`src/pll_startup_defs.vh`:
```
`ifndef PLL_STARTUP_DEFS_VH
`define PLL_STARTUP_DEFS_VH

`define ADDR_STARTUP_TIMING_B    8'h11
`define ADDR_SILICON_REVISION    8'h18
`define ADDR_REFERENCE_INPUT_CFG 8'h1A

`define RST_STARTUP_TIMING_B     16'h06C4
`define RST_REFERENCE_INPUT_CFG  16'h0B14

`define REV_RESERVED_HIGH        8'h06

// startup_timing_b fields
`define SW_DLY_MSB               14
`define SW_DLY_LSB               11
`define DET_WAIT_MSB             10
`define DET_WAIT_LSB             8
`define CAP_SETTLE_MSB           7
`define CAP_SETTLE_LSB           6
`define CROSS_STEP_MSB           5
`define CROSS_STEP_LSB           0

// reference_input_config fields
`define REF_INBUF_BIT            15
`define LOAD_CAP_MSB             12
`define LOAD_CAP_LSB             8
`define FINE_TRIM_MSB            7
`define FINE_TRIM_LSB            6
`define XO_GM_MSB                5
`define XO_GM_LSB                2
`define XIN_INBUF_MSB            1
`define XIN_INBUF_LSB            0

// Timing scale factors
`define SW_DLY_SHIFT             6
`define DET_WAIT_BASE_SHIFT      5
`define DET_WAIT_MAX_CODE        3'h3
`define CAP_SETTLE_SHIFT         5
`define CROSS_STEP_SHIFT         2

`define TIMER_WIDTH              16

`endif

```
`src/tick_delay_timer.v`:
```
`timescale 1ns/1ps
`include "pll_startup_defs.vh"

module tick_delay_timer
(
  input  wire                      clk,      // System clock
  input  wire                      reset_n,  // Synchronous reset, active low
  input  wire                      start,    // Load count and begin
  input  wire                      abort,    // Drop a running wait
  input  wire                      tick,     // Period strobe of the counted clock
  input  wire [`TIMER_WIDTH-1:0]   count,    // Periods to wait
  output wire                      busy,     // Waiting
  output reg                       done      // One-cycle pulse at end of wait
);

  reg [`TIMER_WIDTH-1:0] remain_q;
  reg                    busy_q;

  assign busy = busy_q;

  always @(posedge clk)
  begin
    if (!reset_n)
    begin
      remain_q <= {`TIMER_WIDTH{1'b0}};
      busy_q   <= 1'b0;
      done     <= 1'b0;
    end
    else
    begin
      done <= 1'b0;
      if (abort)
      begin
        busy_q <= 1'b0;
      end
      else if (start)
      begin
        remain_q <= count;
        busy_q   <= 1'b1;
      end
      else if (busy_q)
      begin
        // Zero count ends on the next cycle with no tick needed
        if (remain_q == {`TIMER_WIDTH{1'b0}})
        begin
          busy_q <= 1'b0;
          done   <= 1'b1;
        end
        else if (tick)
        begin
          remain_q <= remain_q - {{(`TIMER_WIDTH-1){1'b0}}, 1'b1};
        end
      end
    end
  end

endmodule // tick_delay_timer

```
`src/pll_startup_input_config_regs.v`:
```
`timescale 1ns/1ps
`include "pll_startup_defs.vh"

module pll_startup_input_config_regs
#(
  parameter [7:0] REVISION_ID = 8'h5A  // Arbitrary value
)
(
  input  wire        clk,                    // System clock, 100 MHz
  input  wire        reset_n,                // Synchronous reset, active low
  input  wire [7:0]  reg_addr,               // Register address from serial port
  input  wire        reg_wr,                 // Write strobe
  input  wire [15:0] reg_wdata,              // Write data
  input  wire        reg_rd,                 // Read strobe
  output reg  [15:0] reg_rdata,              // Read data, valid cycle after reg_rd
  input  wire        sm_tick,                // State-machine clock period strobe
  input  wire        ref_tick,               // Reference clock period strobe
  input  wire        pfd_tick,               // PFD clock period strobe
  input  wire        any_active,             // Some startup signal still active
  output reg         sm_clock_off,           // Startup state-machine clock gated off
  input  wire        detect_start,           // Begin wait for outputs
  output wire        detect_busy,            // Detect wait running
  output wire        detect_declared,        // Pulse: detect declared
  input  wire        cap_code_applied,       // Pulse: new capacitor code applied
  output wire        cap_settle_busy,        // Settle wait running
  output wire        cap_settle_done,        // Pulse: next cap code may be applied
  input  wire        cross_code_changed,     // Pulse: cross code changed
  output wire        cross_step_busy,        // Cross code wait running
  output wire        cross_step_done,        // Pulse: next cross code may follow
  output reg  [4:0]  crystal_load_cap_sel,   // Crystal load capacitance code
  output reg  [1:0]  crystal_bias_fine_trim, // Crystal bias LSB fine trim
  output reg  [3:0]  crystal_bias_sel,       // Crystal bias current code
  output reg  [1:0]  xin_inbuf_sel,          // Crystal pin input buffer select
  output reg         ref_inbuf_diff          // Reference buffer differential
);

  localparam [2:0] ST_RUN  = 3'b001;
  localparam [2:0] ST_WAIT = 3'b010;
  localparam [2:0] ST_OFF  = 3'b100;

  reg [15:0] startup_timing_b_q;
  reg [15:0] reference_input_config_q;
  reg [2:0]  state_q;
  reg [2:0]  state_d;
  reg        clk_off_start;

  wire [3:0] switch_wait_code;
  wire [2:0] detect_wait_code;
  wire [1:0] cap_code_settle_wait;
  wire [5:0] cross_code_step_wait;

  wire [3*`TIMER_WIDTH-1:0] timer_count;
  wire [2:0]                timer_start;
  wire [2:0]                timer_tick;
  wire [2:0]                timer_busy;
  wire [2:0]                timer_done;
  wire                      off_busy;
  wire                      off_done;

  function [`TIMER_WIDTH-1:0] detect_cycles;
    input [2:0] code;
    begin
      // Codes above 3 have no defined length, held at the longest wait
      if (code > `DET_WAIT_MAX_CODE)
        detect_cycles = {{(`TIMER_WIDTH-1){1'b0}}, 1'b1}
                        << (`DET_WAIT_BASE_SHIFT + 3);
      else
        detect_cycles = {{(`TIMER_WIDTH-1){1'b0}}, 1'b1}
                        << (`DET_WAIT_BASE_SHIFT + code);
    end
  endfunction

  function hit;
    input [7:0] addr;
    input [7:0] target;
    begin
      hit = (addr == target);
    end
  endfunction

  assign switch_wait_code     = startup_timing_b_q[`SW_DLY_MSB:`SW_DLY_LSB];
  assign detect_wait_code     = startup_timing_b_q[`DET_WAIT_MSB:`DET_WAIT_LSB];
  assign cap_code_settle_wait = startup_timing_b_q[`CAP_SETTLE_MSB:`CAP_SETTLE_LSB];
  assign cross_code_step_wait = startup_timing_b_q[`CROSS_STEP_MSB:`CROSS_STEP_LSB];

  // Register writes; revision address has no storage so writes vanish
  always @(posedge clk)
  begin
    if (!reset_n)
    begin
      startup_timing_b_q       <= `RST_STARTUP_TIMING_B;
      reference_input_config_q <= `RST_REFERENCE_INPUT_CFG;
    end
    else if (reg_wr)
    begin
      if (hit(reg_addr, `ADDR_STARTUP_TIMING_B))
        startup_timing_b_q <= reg_wdata;
      if (hit(reg_addr, `ADDR_REFERENCE_INPUT_CFG))
        reference_input_config_q <= reg_wdata;
    end
  end

  always @(posedge clk)
  begin
    if (!reset_n)
    begin
      reg_rdata <= 16'h0000;
    end
    else if (reg_rd)
    begin
      if (hit(reg_addr, `ADDR_STARTUP_TIMING_B))
        reg_rdata <= startup_timing_b_q;
      else if (hit(reg_addr, `ADDR_SILICON_REVISION))
        reg_rdata <= {`REV_RESERVED_HIGH, REVISION_ID};
      else if (hit(reg_addr, `ADDR_REFERENCE_INPUT_CFG))
        reg_rdata <= reference_input_config_q;
      else
        reg_rdata <= 16'h0000;
    end
  end

  // Analog trims registered so the buffers never see a decode glitch
  always @(posedge clk)
  begin
    if (!reset_n)
    begin
      crystal_load_cap_sel   <= 5'h00;
      crystal_bias_fine_trim <= 2'h0;
      crystal_bias_sel       <= 4'h0;
      xin_inbuf_sel          <= 2'h0;
      ref_inbuf_diff         <= 1'b0;
    end
    else
    begin
      crystal_load_cap_sel   <= reference_input_config_q[`LOAD_CAP_MSB:`LOAD_CAP_LSB];
      crystal_bias_fine_trim <= reference_input_config_q[`FINE_TRIM_MSB:`FINE_TRIM_LSB];
      crystal_bias_sel       <= reference_input_config_q[`XO_GM_MSB:`XO_GM_LSB];
      xin_inbuf_sel          <= reference_input_config_q[`XIN_INBUF_MSB:`XIN_INBUF_LSB];
      ref_inbuf_diff         <= reference_input_config_q[`REF_INBUF_BIT];
    end
  end

  assign timer_count[`TIMER_WIDTH-1:0] = detect_cycles(detect_wait_code);
  assign timer_count[2*`TIMER_WIDTH-1:`TIMER_WIDTH] =
    {{(`TIMER_WIDTH-7){1'b0}}, cap_code_settle_wait, 5'h00};
  assign timer_count[3*`TIMER_WIDTH-1:2*`TIMER_WIDTH] =
    {{(`TIMER_WIDTH-8){1'b0}}, cross_code_step_wait, 2'h0};

  assign timer_start = {cross_code_changed, cap_code_applied, detect_start};
  assign timer_tick  = {sm_tick, ref_tick, pfd_tick};

  genvar gi;
  generate
    for (gi = 0; gi < 3; gi = gi + 1)
    begin : g_wait
      tick_delay_timer u_timer
      (
        .clk     (clk),
        .reset_n (reset_n),
        .start   (timer_start[gi]),
        .abort   (1'b0),
        .tick    (timer_tick[gi]),
        .count   (timer_count[(gi+1)*`TIMER_WIDTH-1:gi*`TIMER_WIDTH]),
        .busy    (timer_busy[gi]),
        .done    (timer_done[gi])
      );
    end
  endgenerate

  assign detect_busy     = timer_busy[0];
  assign detect_declared = timer_done[0];
  assign cap_settle_busy = timer_busy[1];
  assign cap_settle_done = timer_done[1];
  assign cross_step_busy = timer_busy[2];
  assign cross_step_done = timer_done[2];

  // Any new activity restarts the switch-off wait from the full count
  always @*
  begin
    state_d       = state_q;
    clk_off_start = 1'b0;
    case (state_q)
      ST_RUN:
      begin
        if (!any_active)
        begin
          state_d       = ST_WAIT;
          clk_off_start = 1'b1;
        end
      end
      ST_WAIT:
      begin
        if (any_active)
          state_d = ST_RUN;
        else if (off_done)
          state_d = ST_OFF;
      end
      ST_OFF:
      begin
        if (any_active)
          state_d = ST_RUN;
      end
      default:
      begin
        state_d = ST_RUN;
      end
    endcase
  end

  tick_delay_timer u_off_timer
  (
    .clk     (clk),
    .reset_n (reset_n),
    .start   (clk_off_start),
    .abort   (any_active),
    .tick    (sm_tick),
    .count   ({{(`TIMER_WIDTH-10){1'b0}}, switch_wait_code, 6'h00}),
    .busy    (off_busy),
    .done    (off_done)
  );

  always @(posedge clk)
  begin
    if (!reset_n)
    begin
      state_q      <= ST_RUN;
      sm_clock_off <= 1'b0;
    end
    else
    begin
      state_q      <= state_d;
      sm_clock_off <= (state_d == ST_OFF);
    end
  end

endmodule // pll_startup_input_config_regs

```
`config.mk`:
```
export PLATFORM = sky130hd
export DESIGN_NAME = pll_startup_input_config_regs
export DESIGN_NICKNAME = d
export VERILOG_FILES = /design/src/tick_delay_timer.v /design/src/pll_startup_input_config_regs.v
export VERILOG_INCLUDE_DIRS = /design/src
export SDC_FILE = /design/constraint.sdc
export NUM_CORES = 1
export LEC_CHECK = 0
export CAP_MARGIN = 20
export CORE_UTILIZATION = 45
export DETAILED_ROUTE_END_ITERATION = 6
export DONT_BUFFER_PORTS = 1
export GPL_ROUTABILITY_DRIVEN = 0
export PLACE_DENSITY_LB_ADDON = 0.3
export SYNTH_ARGS = -nofsm -noshare
export SYNTH_HDL_FRONTEND = slang
export SYNTH_SLANG_ARGS = --single-unit
```
`constraint.sdc`:
```
create_clock -name clk -period 2.7 [get_ports clk]
set_clock_uncertainty 0.05 [all_clocks]
set_input_delay 0.135 -clock clk [delete_from_list [all_inputs] [get_ports clk]]
set_output_delay 0.135 -clock clk [all_outputs]
set_load 0.05 [all_outputs]
```
=== Word level (Yosys, flattened, before mapping) ===
Index checks and enable logic that the tools add are counted.

* Register bits after elaboration: 138
* Bits in latches: 0
* Memory bits (writable): 0
* Memory bits (read-only): 0
* Bits of input ports: 35
* Output and inout port bits: 37
* Logic and storage cells: 120
* Memories: 0

* $add $sub $neg: 5
* $mul: 0
* Divide/modulo/power cells: 0
* $lt $le $gt $ge: 1
* Equal/unequal tests: 11
* Shift-type cells: 1
* Mux-type cells: 43
* Bitwise operators: 8
* Reductions and logical operators: 27

{| class="wikitable"
|+ Operator list
! cell !! number
|-
| $mux W16 || 12
|-
| $logic_not A16 Y1 || 4
|-
| $sub A16 B1 Y16 const B || 4
|-
| $mux W8 || 4
|-
| $mux W7 || 4
|-
| $eq A8 B5 Y1 const B || 3
|-
| $mux W1 || 18
|-
| $reduce_bool A2 Y1 || 8
|-
| $shl A1 B4 Y16 const A || 1
|-
| $reduce_and A3 Y1 || 5
|-
| $mux W3 || 4
|-
| $pmux W3 S3 || 1
|-
| $reduce_or A3 Y1 || 3
|-
| $ne A2 B2 Y1 const B || 4
|-
| $not A1 Y1 || 8
|-
| $eq A3 B3 Y1 const B || 2
|-
| $reduce_or A2 Y1 || 3
|-
| $add A3 B3 Y4 const A || 1
|-
| $reduce_and A2 Y1 || 2
|-
| $reduce_and A4 Y1 || 1
|-
| $reduce_or A4 Y1 || 1
|-
| $eq A3 B1 Y1 const B || 1
|-
| $eq A3 B2 Y1 const B || 1
|-
| $gt A3 B2 Y1 const B || 1
|}

=== Logic depth before layout (Yosys ltp) ===
* Depth in word-level cells: 5
* Gate-level depth with buffers: 9

=== Hierarchy ===
From an unflattened synthesis, not the netlist that was laid out.

* Cells, all modules: 890
* Area, all modules: 7493.4 sq um

{| class="wikitable"
|+ By module, submodules not included
! module !! times used !! cells each !! area each (sq um) !! sequential area each (sq um)
|-
| tick_delay_timer || 4 || 147 || 1174.9 || 360.3
|-
| pll_startup_input_config_regs || 1 || 302 || 2793.9 || 1321.3
|}

=== Least setup slack after synthesis ===
No wires, ideal clock.

* Path type: register to register
* Start point: register g_wait[2].u_timer.remain_q[8]
* End point: register g_wait[2].u_timer.remain_q[14]
* Arrival time: 1.816 ns
* Data required time: 2.522 ns
* Path slack: 0.706 ns
* Stages on the path, launching flop included: 6
* Path buffers: 0
* Cell sequence: dfxtp_1 or4_4 or4_1 or3b_1 xor2_1 nor2_1

* Cells in the longest elaborated chain, start to end: 3

{| class="wikitable"
|+ RTL lines
! item !! RTL line !! text
|-
| start, declared || tick_delay_timer.v:16 || <nowiki>reg [`TIMER_WIDTH-1:0] remain_q;</nowiki>
|-
| start signal, assigned || tick_delay_timer.v:25 || <nowiki>remain_q <= {`TIMER_WIDTH{1'b0}};</nowiki>
|-
| start signal, assigned || tick_delay_timer.v:38 || <nowiki>remain_q <= count;</nowiki>
|-
| start signal, assigned || tick_delay_timer.v:51 || <nowiki>remain_q <= remain_q - {{(`TIMER_WIDTH-1){1'b0}}, 1'b1};</nowiki>
|-
| branches (longest 3 deep; another with $sub A16 B1 Y16) || - ||
|}

Parallel ways; which one is timed is not known.
A chain may end at the register's enable or synchronous reset.

=== Worst setup path after layout ===
* Start point: input port detect_start
* End point: register g_wait[0].u_timer.remain_q[9]

* Cells in the longest elaborated chain, start to end: 2

{| class="wikitable"
|+ RTL lines
! item !! RTL line !! text
|-
| start, declared || pll_startup_input_config_regs.v:21 || <nowiki>input wire detect_start,</nowiki>
|-
| $ne A2 B2 Y1 (no line) / $reduce_bool A2 Y1 (equally long branches) || - ||
|-
| $reduce_and A3 Y1 (no line) || - ||
|-
| end signal, assigned || tick_delay_timer.v:25 ||
|-
| end signal, assigned || tick_delay_timer.v:38 ||
|-
| end signal, assigned || tick_delay_timer.v:51 ||
|-
| end, declared || tick_delay_timer.v:16 ||
|}

Parallel ways exist; a longest one is shown, timed or not.

==> flow_summary_export.csv <==
group,metric,value,unit
sta,relSlewSlack,29.27,%
sta,tns,0,ns
drt,vias_per_cell,5.631,
critical_path,worstPathCellList,"dlygate4sd3_1 > clkinv_1 > a31oi_1 > nand2_1 > o21ai_0",
critical_path,cp-end-kind,"flip-flop",
clocking,path_clk_slew,0.06,ns
logic_synthesis,synth_edf_count,0,
min_path,min_from,"reg_addr[1]",
sta,finalCritPeriodShare,84.64,%
clocking,cts_root_buf,"clkbuf_16",
final_layout,area_delta_synth_final,18.16,%
drt,drc,0,
floorplan,initial_core_util,46.92,%
global_routing,gr-total-overflow,0,
critical_path,r2r-start,"g_wait[0].u_timer.remain_q[4]$_SDFFE_PN0P_",
global_routing,grtUsageMet2,36.03,%
clocking,cts_max_path_buffers,2,
placement,dpl.hpwl,9.918,mm
critical_path,crit_start,"detect_start",
logic_synthesis,synth_top_area_share,43.77,%
clocking,cts_tree,"yes",
logic_synthesis,yosysSeqAreaShare,43.77,%
global_routing,grt.busiest_layer,"met2",
critical_path,critPathKind,"in -> reg",
logic_synthesis,synth_area_leaders,"dfxtp_1, mux2i_1, nor2_1, and2_1, nor2b_1",
floorplan,die-width,120.4,um
placement,pre_cts_ws,0.4942,ns
final_layout,drive_above_1_share,7.161,%
global_routing,grt_start_max_net_pins,92,
status,status,"complete, no violations",
drt,totalWireLength,15.08,mm
clocking,cts_max_level,4,
power_and_ir_drop,p_leak,2.868,nW
logic_synthesis,ys_ff_latch,138,
clocking,clock_sinks,138,
global_routing,grt_first_pass_wirelength,25.00,mm
drt,via_count,5316,
critical_path,ff2ff_setup_slack,0.45,ns
min_path,min_to,"reg_rdata[4]$_SDFFE_PN0P_",
critical_path,required,3.00,ns
logic_synthesis,yosysMostFrequentCell,"dfxtp_1",
logic_synthesis,syn_nets,767,
critical_path,slowest_stage,"a31oi_1",
global_routing,antenna_found_initial,0,
logic_synthesis,synthCells,723,
final_layout,num_antenna_cells,0,
final_layout,fillers,1255,
clocking,cts_resized,0,
global_routing,grt_pass1_vias,5054,
critical_path,start_kind,"input pin",
job,cap_violations,0,
logic_synthesis,ys_top_cells_by_count,"dfxtp_1, nor2_1, nand2_1, and2_1, mux2i_1",
drt,ant_nets,0,
power_and_ir_drop,peakVddDrop,0.4341,mV
sta,fin_hold_ws,0.03095,ns
min_path,hold_class,"in -> reg",
logic_synthesis,avgSynthCellArea,8.731,um2
critical_path,worstPathMaxFanout,12,
critical_path,worstReg2RegEnd,"g_wait[0].u_timer.remain_q[9]$_SDFFE_PN0P_",
sta,fin_crit,2.285,ns
logic_synthesis,synth.cell_area,6312,um2
sta,hold_viol,0,
global_routing,grt.met1_usage,26.59,%
clocking,worstSkewPairLatency,0.42,ns
logic_synthesis,synth_top_cell_by_area,"dfxtp_1",
critical_path,arrival,2.58,ns
logic_synthesis,synthArstFlopShare,0,%
global_routing,use_met3,5.849,%
sta,grt_setup_unrepaired,"false",
power_and_ir_drop,finalPower,0.005231,W
sta,setup_violations,0,
floorplan,rows,42,
clocking,numCtsBuffers,17,
global_routing,grt_usage,22.00,%
drt,drtIter0Drc,335,
floorplan,die_area,14500,um2
sta,max_freq,437.6,MHz
logic_synthesis,synth_cell_types,56,
floorplan,die_y,120.4,um
drt,firstDrtPassIters,4,
logic_synthesis,yosysWarnings,0,
sta,slew_violations,0,
sta,tightest_slew,1.056,ns
logic_synthesis,ys.flop_type,"dfxtp_1",
critical_path,cp_slowest_stage_delay,0.86,ns
power_and_ir_drop,power_density,701.4,nW/um2
critical_path,rr_worst_depth,5,
drt,routedWlPerCell,15.97,um
floorplan,core-area,13450,um2
final_layout,nets,799,
placement,port_buffers,0,
min_path,hold_depth,3,
sta,setup_ws,0.4146,ns
floorplan,io_pins,72,
## registers in the layout, indices dropped and copies added, names as in the netlist
name	flops
g_wait.u_timer.remain_q	48
reference_input_config_q	16
g_wait.u_timer.done	3
startup_timing_b_q	16
reg_rdata	16
crystal_bias_sel	4
ref_inbuf_diff	1
sm_clock_off	1
crystal_bias_fine_trim	2
crystal_load_cap_sel	5
u_off_timer.busy	1
state_q	3
u_off_timer.remain_q	16
g_wait.u_timer.busy	3
u_off_timer.done	1
xin_inbuf_sel	2
## what timing repair did
item / CTS / global route
hold buffers: 32 / 0
hold endpoints to repair: 104 / 0
buffers inserted: 0 / 0
## per-stage QoR
stage	utilization [%]	area [um2]	std cells
final	55.44	7458	944
after CTS	55.44	7458	944
after global placement	48.33	6501	880
after global routing	55.44	7458	944
after floorplan	-	6312	723
after detailed placement	48.33	6501	880
## critical path: cells and delay by family
kind	cells	cell delay [ns]
AOI/OAI and AO/OA	2	1.08
and+or+nand+nor	1	0.24
buffers and inverters	2	1.12
## how the worst max path moves through the flow
stage	cells past startpoint	slack (ns)	to
4_1_cts	5	0.49	g_wait[0].u_timer.remain_q[9]$_SDFFE_PN0P_
6_report	5	0.41	g_wait[0].u_timer.remain_q[9]$_SDFFE_PN0P_
2_1_floorplan	5	0.71	g_wait[2].u_timer.remain_q[14]$_SDFFE_PP0P_
5_1_grt	5	0.20	g_wait[0].u_timer.remain_q[14]$_SDFFE_PN0P_
3_5_place_dp	5	0.49	g_wait[0].u_timer.remain_q[15]$_SDFFE_PN0P_
3_3_place_gp	6	0.61	g_wait[0].u_timer.remain_q[5]$_SDFFE_PN0P_
## power breakdown
part	switching, W	internal, W	total [W]
Sequential	0.0000854	0.00210	0.00218
Clock	0.000909	0.00151	0.00242
Combinational	0.000380	0.000250	0.000629
## metal layers
metal / wire length [um] / part of all wire (%)
met5: 0 / 0
met4: 453 / 3.0
met3: 698 / 4.6
met2: 7125 / 47
met1: 6800 / 45
## cell usage in the layout (no fill, tap or decap), types with 4 or more instances in the layout
cell and n:
nand3b_1 4, nor2_1 70, nand3_1 17, o211ai_1 4, nor4_1 22, a31oi_1 7
nand4_1 5, or3_1 10, nand2b_1 6, a21oi_1 33, nand2_1 46, nor3_1 26
a21boi_0 6, and2_1 35, o22ai_1 17, o21ai_0 26, a211oi_1 4, xnor2_1 22
nor3b_1 4, nand4b_1 4, inv_1 30, buf_4 12, dfxtp_1 138, clkbuf_16 17
dlygate4sd3_1 31, nor2b_1 33, ha_1 9, mux2i_1 35, xor2_1 19, a22oi_1 10
nor4b_1 5, o31ai_1 4, a2bb2oi_1 6
## cells by family (layout without fill, tap and decap cells)
family	after synthesis	count (layout)	synth area share (%)
buffers and inverters	62	107	3.766
xor gates and xnor gates	41	41	5.689
DFF	138	138	43.77
muxes	35	35	5.550
AOI/OAI and AO/OA	130	130	12.92
adders and majority gates	9	9	1.784
and+or+nand+nor	308	308	26.52
## layout make-up
cell class              instances  area (um2)  area share, %
multi-input cells             523        3312          44.41
repair buffers                 44       427.9          5.737
inverters                      31       116.4          1.560
well taps                     176       220.2          2.953
clock inverters                13       166.4          2.231
clock buffers                  19       452.9          6.073
flip-flops and latches        138        2763          37.04
Note: power is estimated with default switching activity, not from simulation.
